### config.mk
export PLATFORM = sky130hd
export DESIGN_NAME = ppw_top
export DESIGN_NICKNAME = d
export VERILOG_FILES = /design/src/ppw_pkg.sv /design/src/ppw_ctl_if.sv /design/src/ppw_pin_logic.sv /design/src/ppw_top.sv
export SDC_FILE = /design/constraint.sdc
export NUM_CORES = 1
export LEC_CHECK = 0
export ABC_AREA = 1
export ABC_CLOCK_PERIOD_IN_PS = 1250
export BUFFER_PORTS_ARGS = -buffer_cell sky130_fd_sc_hd__buf_4
export CORE_ASPECT_RATIO = 0.6
export CORE_MARGIN = 2
export CORE_UTILIZATION = 40
export CTS_CLUSTER_DIAMETER = 60
export DETAILED_ROUTE_END_ITERATION = 12
export GPL_TIMING_DRIVEN = 0
export PLACE_DENSITY = 0.74
export SETUP_SLACK_MARGIN = 0.3
export SLEW_MARGIN = 40
export SYNTH_ARGS = -nofsm -noshare
export SYNTH_HDL_FRONTEND = slang
export SYNTH_HIERARCHICAL = 1
export SYNTH_SLANG_ARGS = --single-unit
### constraint.sdc
create_clock -name mclk -period 1.25 [get_ports mclk]
set_input_delay 0.25 -clock mclk [delete_from_list [all_inputs] [get_ports mclk]]
set_output_delay 0.25 -clock mclk [all_outputs]
set_load 0.02 [all_outputs]
### src/ppw_pkg.sv
// Package: register map, reset values and field positions of the port pull-up/mask block
package ppw_pkg;
    // ==========================================================
    // Register word indices: the byte address is four times the index
    localparam logic [7:0] PPW_OFF_MASK   = 8'h84;
    localparam logic [7:0] PPW_OFF_SEL    = 8'h85;
    localparam logic [7:0] PPW_OFF_P0PU   = 8'hb9;
    localparam logic [7:0] PPW_OFF_P1PU   = 8'hba;
    localparam logic [7:0] PPW_OFF_P3PU   = 8'hbc;
    localparam logic [7:0] PPW_OFF_STATUS = 8'hc0;
    // ==========================================================
    // Reset values
    localparam logic [7:0] PPW_RST_MASK = 8'hff;
    localparam logic [7:0] PPW_RST_SEL  = 8'h00;
    localparam logic [7:0] PPW_RST_P0PU = 8'h00;
    localparam logic [6:0] PPW_RST_P1PU = 7'h00;
    localparam logic [7:0] PPW_RST_P3PU = 8'h00;
    // ==========================================================
    // Field positions in the input selection register
    localparam int PPW_SEL_COMBINE = 0;
    localparam int PPW_SEL_WAKE    = 1;
    localparam int PPW_SEL_W       = 2;
    // Status register bit positions
    localparam int PPW_ST_COMBINED = 0;
    localparam int PPW_ST_WAKE     = 1;
    localparam int PPW_ST_PIN7     = 2;
    // ==========================================================
    // AHB-Lite encodings
    localparam logic [1:0]  PPW_HTRANS_NONSEQ = 2'h2;
    localparam logic [1:0]  PPW_HTRANS_SEQ    = 2'h3;
    localparam logic [2:0]  PPW_HSIZE_WORD    = 3'h2;
    localparam logic [31:0] PPW_ZERO_WORD     = 32'h0000_0000;
    localparam int          PPW_ADDR_W        = 8;
    localparam int          PPW_IDX_LSB       = 2;

    typedef enum logic [0:0] {
        PPW_IDLE = 1'b0,
        PPW_DATA = 1'b1
    } ppw_bus_st_t;
endpackage : ppw_pkg

### src/ppw_ctl_if.sv
// Interface: control values passed from the register file to the pin logic
`timescale 1ns/100ps
interface ppw_ctl_if;
    import ppw_pkg::*;
    logic [7:0] mask;
    logic [7:0] sel;
    logic [7:0] p0_pu;
    logic [6:0] p1_pu;
    logic [7:0] p3_pu;
    logic       combined;
    logic       wake;
    logic       pin7;
    modport regs (output mask, output sel, output p0_pu, output p1_pu, output p3_pu,
                  input combined, input wake, input pin7);
    modport pins (input mask, input sel, input p0_pu, input p1_pu, input p3_pu,
                  output combined, output wake, output pin7);
endinterface : ppw_ctl_if

### src/ppw_pin_logic.sv
// Pin logic: pull-up drives, port 0 combining, port 1 pin 7 output and wake select
`timescale 1ns/100ps
module ppw_pin_logic
    import ppw_pkg::*;
(
    input  wire logic  mclk,
    input  wire logic  rst,
    ppw_ctl_if.pins    ctl,
    input  wire logic [7:0] port0_in,
    input  wire logic  port1_pin7_latch,
    input  wire logic  ext_irq_line_a,
    input  wire logic  ext_irq_line_b,
    input  wire logic  sleep_wake,
    output logic [7:0] port0_pullup_en,
    output logic [6:0] port1_pullup_en,
    output logic [7:0] port3_pullup_en,
    output logic       port1_pin7_out,
    output logic       core_wake
);
    // ==========================================================
    // Per-bit pull-up enables and masked inputs
    logic [7:0] masked;
    genvar i;
    generate
        for (i = 0; i < 8; i++) begin : g_bit
            assign port0_pullup_en[i] = ~ctl.p0_pu[i];
            assign port3_pullup_en[i] = ~ctl.p3_pu[i];
            assign masked[i]          = port0_in[i] | ctl.mask[i];
            if (i < 7) begin : g_p1
                assign port1_pullup_en[i] = ~ctl.p1_pu[i];
            end
        end
    endgenerate

    // ==========================================================
    // Registered pin 7 and wake outputs
    logic pin7_r, pin7_nxt, wake_r, wake_nxt;
    always_comb begin
        pin7_nxt = ctl.sel[PPW_SEL_COMBINE] ? (&masked)
                                            : port1_pin7_latch;
        wake_nxt = ctl.sel[PPW_SEL_WAKE] ? sleep_wake
                                         : (ext_irq_line_a | ext_irq_line_b);
    end
    always_ff @(posedge mclk) begin
        if (rst) begin
            pin7_r <= 1'b0;
            wake_r <= 1'b0;
        end else begin
            pin7_r <= pin7_nxt;
            wake_r <= wake_nxt;
        end
    end
    // Pin 7 is drive-only: no enable and no input path
    assign port1_pin7_out = pin7_r;
    assign core_wake      = wake_r;
    assign ctl.combined   = &masked;
    assign ctl.wake       = wake_r;
    assign ctl.pin7       = pin7_r;
endmodule // ppw_pin_logic

### src/ppw_top.sv
// Top: AHB-Lite register file for port pull-ups, port 0 mask/combine and wake select
//
// Chosen here: the AHB-Lite interface to the registers.
`timescale 1ns/100ps
module ppw_top
    import ppw_pkg::*;
(
    input  wire logic        mclk,
    input  wire logic        rst,
    input  wire logic        hsel,
    input  wire logic [31:0] haddr,
    input  wire logic [1:0]  htrans,
    input  wire logic        hwrite,
    input  wire logic [2:0]  hsize,
    input  wire logic [31:0] hwdata,
    input  wire logic        hready,
    output logic      [31:0] hrdata,
    output logic             hreadyout,
    output logic             hresp,
    input  wire logic [7:0]  port0_in,
    input  wire logic        port1_pin7_latch,
    input  wire logic        ext_irq_line_a,
    input  wire logic        ext_irq_line_b,
    input  wire logic        sleep_wake,
    output logic      [7:0]  port0_pullup_en,
    output logic      [6:0]  port1_pullup_en,
    output logic      [7:0]  port3_pullup_en,
    output logic             port1_pin7_out,
    output logic             core_wake
);
    ppw_ctl_if ctl ();

    // ==========================================================
    // Registers
    logic [7:0]          mask_r, mask_nxt;
    logic [PPW_SEL_W-1:0] sel_r, sel_nxt;
    logic [7:0]          p0pu_r, p0pu_nxt;
    logic [6:0]          p1pu_r, p1pu_nxt;
    logic [7:0]          p3pu_r, p3pu_nxt;

    // ==========================================================
    // Bus address phase capture
    ppw_bus_st_t          st_r, st_nxt;
    logic [PPW_ADDR_W-1:0] addr_r, addr_nxt;
    logic                 wr_r, wr_nxt;
    logic [31:0]          rdata_r, rdata_nxt;
    logic                 take;
    logic [7:0]           wb;
    logic [PPW_ADDR_W-1:0] idx;
    logic [31:0]          status_w;

    assign take = hsel & hready & (htrans == PPW_HTRANS_NONSEQ || htrans == PPW_HTRANS_SEQ);
    assign wb   = hwdata[7:0];
    // Each register owns one aligned word, so the decode uses the word index only
    assign idx  = haddr[PPW_ADDR_W+PPW_IDX_LSB-1:PPW_IDX_LSB];

    // ==========================================================
    // Live status word
    always_comb begin
        status_w                  = PPW_ZERO_WORD;
        status_w[PPW_ST_COMBINED] = ctl.combined;
        status_w[PPW_ST_WAKE]     = ctl.wake;
        status_w[PPW_ST_PIN7]     = ctl.pin7;
    end

    // Read mux: unmapped addresses read zero
    function automatic logic [31:0] rd_word(input logic [PPW_ADDR_W-1:0] a);
        logic [31:0] w;
        w = PPW_ZERO_WORD;
        if (a == PPW_OFF_MASK) begin
            w[7:0] = mask_r;
        end else if (a == PPW_OFF_SEL) begin
            w[PPW_SEL_W-1:0] = sel_r;
        end else if (a == PPW_OFF_P0PU) begin
            w[7:0] = p0pu_r;
        end else if (a == PPW_OFF_P1PU) begin
            w[6:0] = p1pu_r;
        end else if (a == PPW_OFF_P3PU) begin
            w[7:0] = p3pu_r;
        end else if (a == PPW_OFF_STATUS) begin
            w = status_w;
        end
        return w;
    endfunction

    // ==========================================================
    // Bus state: address phase capture and registered read data
    // A read right behind a write to the same register returns the old value,
    // because read data is taken in the read's own address phase.
    always_comb begin
        st_nxt    = st_r;
        addr_nxt  = addr_r;
        wr_nxt    = wr_r;
        rdata_nxt = rdata_r;
        case (st_r)
            PPW_IDLE: begin
                if (take) begin
                    st_nxt    = PPW_DATA;
                    addr_nxt  = idx;
                    wr_nxt    = hwrite;
                    // Read data is latched so hrdata comes from a flop
                    rdata_nxt = rd_word(idx);
                end
            end
            PPW_DATA: begin
                st_nxt = take ? PPW_DATA : PPW_IDLE;
                if (take) begin
                    addr_nxt  = idx;
                    wr_nxt    = hwrite;
                    rdata_nxt = rd_word(idx);
                end
            end
            default: st_nxt = PPW_IDLE;
        endcase
    end

    always_ff @(posedge mclk) begin
        if (rst) begin
            st_r    <= PPW_IDLE;
            addr_r  <= '0;
            wr_r    <= 1'b0;
            rdata_r <= PPW_ZERO_WORD;
        end else begin
            st_r    <= st_nxt;
            addr_r  <= addr_nxt;
            wr_r    <= wr_nxt;
            rdata_r <= rdata_nxt;
        end
    end

    // ==========================================================
    // Write strobes: write data arrives in the data phase of the captured address
    logic                 wr_mask;
    logic                 wr_sel;
    logic                 wr_p0pu;
    logic                 wr_p1pu;
    logic                 wr_p3pu;

    always_comb begin
        wr_mask = 1'b0;
        wr_sel  = 1'b0;
        wr_p0pu = 1'b0;
        wr_p1pu = 1'b0;
        wr_p3pu = 1'b0;
        if (st_r == PPW_DATA && wr_r) begin
            if (addr_r == PPW_OFF_MASK) begin
                wr_mask = 1'b1;
            end else if (addr_r == PPW_OFF_SEL) begin
                wr_sel = 1'b1;
            end else if (addr_r == PPW_OFF_P0PU) begin
                wr_p0pu = 1'b1;
            end else if (addr_r == PPW_OFF_P1PU) begin
                wr_p1pu = 1'b1;
            end else if (addr_r == PPW_OFF_P3PU) begin
                wr_p3pu = 1'b1;
            end
        end
    end

    // ==========================================================
    // Control registers: unmapped writes and reserved bits are dropped
    always_comb begin
        mask_nxt = wr_mask ? wb : mask_r;
        sel_nxt  = wr_sel ? wb[PPW_SEL_W-1:0] : sel_r;
        p0pu_nxt = wr_p0pu ? wb : p0pu_r;
        p1pu_nxt = wr_p1pu ? wb[6:0] : p1pu_r;
        p3pu_nxt = wr_p3pu ? wb : p3pu_r;
    end

    always_ff @(posedge mclk) begin
        if (rst) begin
            mask_r  <= PPW_RST_MASK;
            sel_r   <= PPW_RST_SEL[PPW_SEL_W-1:0];
            p0pu_r  <= PPW_RST_P0PU;
            p1pu_r  <= PPW_RST_P1PU;
            p3pu_r  <= PPW_RST_P3PU;
        end else begin
            mask_r  <= mask_nxt;
            sel_r   <= sel_nxt;
            p0pu_r  <= p0pu_nxt;
            p1pu_r  <= p1pu_nxt;
            p3pu_r  <= p3pu_nxt;
        end
    end

    // Zero wait states, always OKAY
    assign hreadyout = 1'b1;
    assign hresp     = 1'b0;
    assign hrdata    = rdata_r;

    assign ctl.mask  = mask_r;
    assign ctl.sel   = {{(8-PPW_SEL_W){1'b0}}, sel_r};
    assign ctl.p0_pu = p0pu_r;
    assign ctl.p1_pu = p1pu_r;
    assign ctl.p3_pu = p3pu_r;

    // ==========================================================
    // Pin logic
    ppw_pin_logic u_pins (
        .mclk             (mclk),
        .rst              (rst),
        .ctl              (ctl.pins),
        .port0_in         (port0_in),
        .port1_pin7_latch (port1_pin7_latch),
        .ext_irq_line_a   (ext_irq_line_a),
        .ext_irq_line_b   (ext_irq_line_b),
        .sleep_wake       (sleep_wake),
        .port0_pullup_en  (port0_pullup_en),
        .port1_pullup_en  (port1_pullup_en),
        .port3_pullup_en  (port3_pullup_en),
        .port1_pin7_out   (port1_pin7_out),
        .core_wake        (core_wake)
    );
endmodule // ppw_top

======== Word level (Yosys, flattened, before mapping) ========
Index checks and enable logic that the tools add are counted.
operators by class
  eq/ne operators ......................... 15
  mux-type cells .......................... 69
  bitwise logic cells ..................... 35
  reduce and logical (&&, ||, !) cells .... 4
operator list
  cell                  count
  $mux W32              10
  $mux W8               19
  $mux W24              6
  $eq A8 B8 Y1 const B  11
  $pmux W32 S2          1
  $mux W30              2
  $mux W25              2
  $mux W1               24
  $not A1 Y1            24
  $mux W7               2
  $or A1 B1 Y1          9
  $reduce_and A8 Y1     1
  $eq A2 B2 Y1 const B  2
  $mux W2               2
  $mux W3               1
  $and A1 B1 Y1         2
  $ne A2 B1 Y1 const B  1
  $ne A2 B2 Y1 const B  1
  $reduce_and A2 Y1     1
  $logic_and A1 B1 Y1   1
  $logic_or A1 B1 Y1    1
storage, ports and cells
  bits in registers ....................... 77
  bits of input ports ..................... 86
  output and inout port bits .............. 59
  logic and storage cells ................. 134

======== Depth between registers and ports, before layout ========
  depth in word-level cells ............... 23
  gate-level depth with buffers ........... 12
  depth with buffers taken out ............ 12

======== Modules after synthesis ========
The synthesis kept the hierarchy.
by module, submodules not included
  module         times used  cells an instance  area each (µm²)  seq. area each (µm²)
  ppw_top        1           335                2541.2           1021.0
  ppw_pin_logic  1           65                 294.0            40.0

======== Worst setup path after synthesis ========
Ideal clock, no wire load.
  path type ............................... register -> register
  from .................................... reg addr_r[4]
  to ...................................... reg mask_r[5], in the netlist ctl.mask[5]
  library setup time ...................... 0.129 ns
  arrival time ............................ 1.101 ns
  path slack .............................. 0.020 ns
  cell stages (with the launch flop) ...... 6
  buffers on the path ..................... 1
  cells stage by stage .................... dfxtp_1 > nor4_2 > nand4_2 > buf_6 > nand2_1 > o211ai_2
on the way
  word-level cells in the longest chain between the ends .. 3
ends and longest elaborated chain
  element                   line            source
  start: declaration        ppw_top.sv:44   logic [PPW_ADDR_W-1:0] addr_r, addr_nxt;
  start signal: assignment  ppw_top.sv:125  addr_r <= addr_nxt;
  $eq A8 B8 Y1              ppw_top.sv:146  if (addr_r == PPW_OFF_MASK) begin
  $mux W1                   ppw_top.sv:146
  $mux W1                   ppw_top.sv:145  if (st_r == PPW_DATA && wr_r) begin
  end signal: assignment    ppw_top.sv:178  mask_r <= mask_nxt;
  end: declaration          ppw_top.sv:35   logic [7:0] mask_r, mask_nxt;
Every way passes these cells.
A chain may end at the register's enable or synchronous reset.

======== Final worst setup path ========
  from .................................... reg addr_r[0]
  to ...................................... reg p1pu_r[3], in the netlist ctl.p1_pu[3]
on the way
  word-level cells in the longest chain between the ends .. 6
  elaborated cells between the ends (all ways) .. 9
  those cells by class .................... 4 x eq/ne; 5 x mux
ends and longest elaborated chain
  element                 line            source
  $eq A8 B8 Y1            ppw_top.sv:152  end else if (addr_r == PPW_OFF_P1PU) begin
  $mux W1                 ppw_top.sv:152
  $mux W1                 ppw_top.sv:150  end else if (addr_r == PPW_OFF_P0PU) begin
  $mux W1                 ppw_top.sv:148  end else if (addr_r == PPW_OFF_SEL) begin
  $mux W1 (*)             ppw_top.sv:146
  $mux W1 (*)             ppw_top.sv:145
  end signal: assignment  ppw_top.sv:181  p1pu_r <= p1pu_nxt;
  end: declaration        ppw_top.sv:38   logic [6:0] p1pu_r, p1pu_nxt;
Every way passes the cells marked *; elsewhere a longest branch is shown, timed or not.

==> metrics.txt <==
insertion delay to the later sink of the worst-skew pair=0.31 ns; Inst Count DP=slightly below 600; Hold Path End=hrdata[0]$_SDFFE_PP0P_; Total Nets Final=627; Max-slew headroom=between 50 and 60%; transition time at the pin with the least slew margin=around 0.7 ns; biggest fanout along the worst timing path=6; Syn. warnings=6; count of cells along the worst register-to-register path=6; drt total wl=about 11 mm; CTS tree=yes; metal1 wirelength=about 4.2 mm; fraction of post-synthesis cell area in the top cell type by area=37.4%; antenna diode count=0; Worst Hold Path Cells=2; cell area after technology mapping=2840 sq um; effective utilization at floorplan=41.9%; CP Data Required Time=roughly 1.5 ns; mean area per synthesized cell=7.09 sq um; router iterations before antenna repair=6; final worst path period share=109%; cell types with the largest area share after synthesis=dfxtp_1, inv_1, buf_4; Met2 Routed Length=just under 5 mm; CTS hold repair buffers=0; final hold violations=0; antenna violations before repair=0; Async S/R FF share, synth=0%; smallest setup slack after layout=-0.108 ns; max-slew violations=0; vias in the first global route=2900; standard cell core area=approximately 6800 sq um; via count of the routed design=3280; type of element capturing the critical path=flop; clock transition at the register clock pins on the worst setup and hold paths after CTS=~0.08 ns; vias per cell=roughly 5.2; worst-path cell chain=buf_4 -> nor3_4 -> nand3_4 -> buf_6 -> o21ai_1 -> a21oi_1; global placement routability congestion=between 0.9 and 1; highest achievable clock rate=~740 MHz; fraction of final layout cells with drive strength greater than 1=~65%; Data arrival, critical path=between 1.5 and 2 ns; violations in the final reports=setup timing; maximum single-stage delay on the critical path=around 0.36 ns; Worst setup SP type=flop; Finish-stage setup viols=32; share of the core filled with cells in the final layout=between 70% and 80%; start point of the worst min-delay path=rst; number of rows in the core area=23; Critical R2R Capture=ctl.p1_pu[3]$_SDFFE_PP0P_; DIE AREA=7800 sq um; Worst Clk Skew=0.0107 ns; max-cap violation count=0; routed wire length per instance=about 17 um; instance count of the mapped netlist=400; number of buffers inserted by port buffering=66; run status=finished with violations; pin count of the biggest net entering global routing=19; Post-DP HPWL=6.25 mm; # DRC=0; sequential fraction of the synthesis area=between 30 and 40%; critical path's slowest cell=dfxtp_4; final critical-path required period=between 1 and 1.5 ns; total leakage power=2.23 nW; starting DRC count in detailed routing=between 300 and 400; Post-synth top cells=inv_1, dfxtp_1, nand2_1, a21oi_1, o21ai_0; routed wl met3=about 1.2 mm; DR top layer=met4; cell area power density=792 nW/um^2; total I/O pin count=~150; startpoint of the lowest-slack register-to-register path=addr_r[0]$_SDFFE_PP0P_; Total Neg Setup Slack=-1.69 ns; filler-free cell count of the finished design=629; gr ovfl total=0; Register-to-Register Setup Slack=-0.11 ns; floorplan die width=113 um; Inserted Clock Buffers=5; cell with the most instances after synthesis=inv_1; antenna viol nets, final=0; Peak VDD IR=~0.63 mV; type of the worst setup path=reg -> reg; clock sink total=53; CTS Root Cell=clkbuf_16; Max Buffers Root-to-Sink=2; Distinct cells, synth=33; Vert. Die Dim=a little under 70 um; RSZ-0062 raised after global routing=yes; standard cell area after detailed placement=3670 sq um; post-route cell area=slightly below 5000 sq um; Tot GR Track Use=23.6%; count of flip-flops with a built-in enable after synthesis=0; top cell type by total area after synthesis=dfxtp_1; global-route wire length before repair=~15 mm; CTS H-tree lvls=2; worst hold path class=in -> reg; area added between synthesis and finish=71.8%; flip-flop cell with the highest count after synthesis=dfxtp_1; post-synthesis sequential element count=53
## layout by cell type, fill, tap and decap left out, drive strengths merged
master    count
a41oi         1
nand3        23
inv          88
clkinv        1
nor4          1
a21oi        39
nor3          9
buf         145
dfxtp        53
nand4         3
nand2        53
clkbuf        9
o21bai        1
o22ai         4
o21ai        41
conb         26
o211ai       10
clkinvlp      1
nor2         34
## final cells by class
| class | instances | area [sq um] |
|---|---|---|
| buffer | 39 | 324 |
| clock buffer | 5 | 125 |
| clock inverter | 3 | 25.0 |
| fill | 451 | 1890 |
| inverter | 87 | 357 |
| multi-input combinational | 245 | 1750 |
| sequential | 53 | 1130 |
| tap | 87 | 109 |
| timing repair buffer | 110 | 1050 |
## routing by layer
metal  vias up  track usage, %
li1       1508               -
met1      1489            33.4
met2       222            36.7
met3        61            5.16
met4         0            5.96
met5         -               0
## repair_timing
| action | in CTS | in global routing |
|---|---|---|
| resized for setup | 150 | 91 |
| gates cloned | 2 | 1 |
| pin swaps | 31 | 21 |
| setup endpoints to repair | 81 | 84 |
| setup buffers | 33 | 8 |
## how the worst max path moves through the flow
stage | from | end
floorplan | addr_r[4]$_SDFFE_PP0P_ | ctl.mask[5]$_SDFFE_PP1P_
global placement | haddr[8] | hrdata[2]$_SDFFE_PP0P_
detailed placement | wr_r$_SDFFE_PP0P_ | ctl.mask[5]$_SDFFE_PP1P_
CTS | addr_r[6]$_SDFFE_PP0P_ | ctl.p3_pu[2]$_SDFFE_PP0P_
global route | ctl.mask[1]$_SDFFE_PP1P_ | hrdata[0]$_SDFFE_PP0P_
finish | addr_r[0]$_SDFFE_PP0P_ | ctl.p1_pu[3]$_SDFFE_PP0P_
## report_power, final
group | internal, mW | leakage, nW | switching (mW)
clock network | 0.759 | 0.0708 | 0.703
logic | 0.272 | 1.72 | 0.379
registers | 1.71 | 0.445 | 0.0303
total | 2.74 | 2.23 | 1.11
## flip-flops by register name, summed over array words and instances (netlist names)
register	count
ctl.p0_pu	8
ctl.p3_pu	8
addr_r	8
ctl.p1_pu	7
hrdata	8
st_r	1
sel_r	2
ctl.mask	8
wr_r	1
u_pins/ctl.pin7	1
u_pins/core_wake	1
## logic make-up after synthesis
kind of cell,Yosys count,synth area share [%]
flops,53,37.4
simple gates,123,20.9
compound gates,96,20.3
other cells,2,0.265
buf+inv,126,21.1
## metrics by stage
stage / total power, mW / worst slack, ns / hold WS (ns)
CTS: 3.74 / -0.0698 / 0.157
finish: 3.86 / -0.108 / 0.154
global route: 3.94 / -0.216 / 0.158
floorplan: 2.09 / 0.0246 / 0.319
detailed placement: 2.26 / -0.227 / 0.461
global placement: 2.26 / -0.225 / 0.453
## critical path, delay by kind of cell (launching register included)
kind / cells / cell delay (ns)
AND/OR/NAND/NOR: 2 / 0.38
flip-flops: 1 / 0.36
buffers and inverters: 2 / 0.31
AO/OA/AOI/OAI: 2 / 0.21
Note: power is estimated with default switching activity, not from simulation.
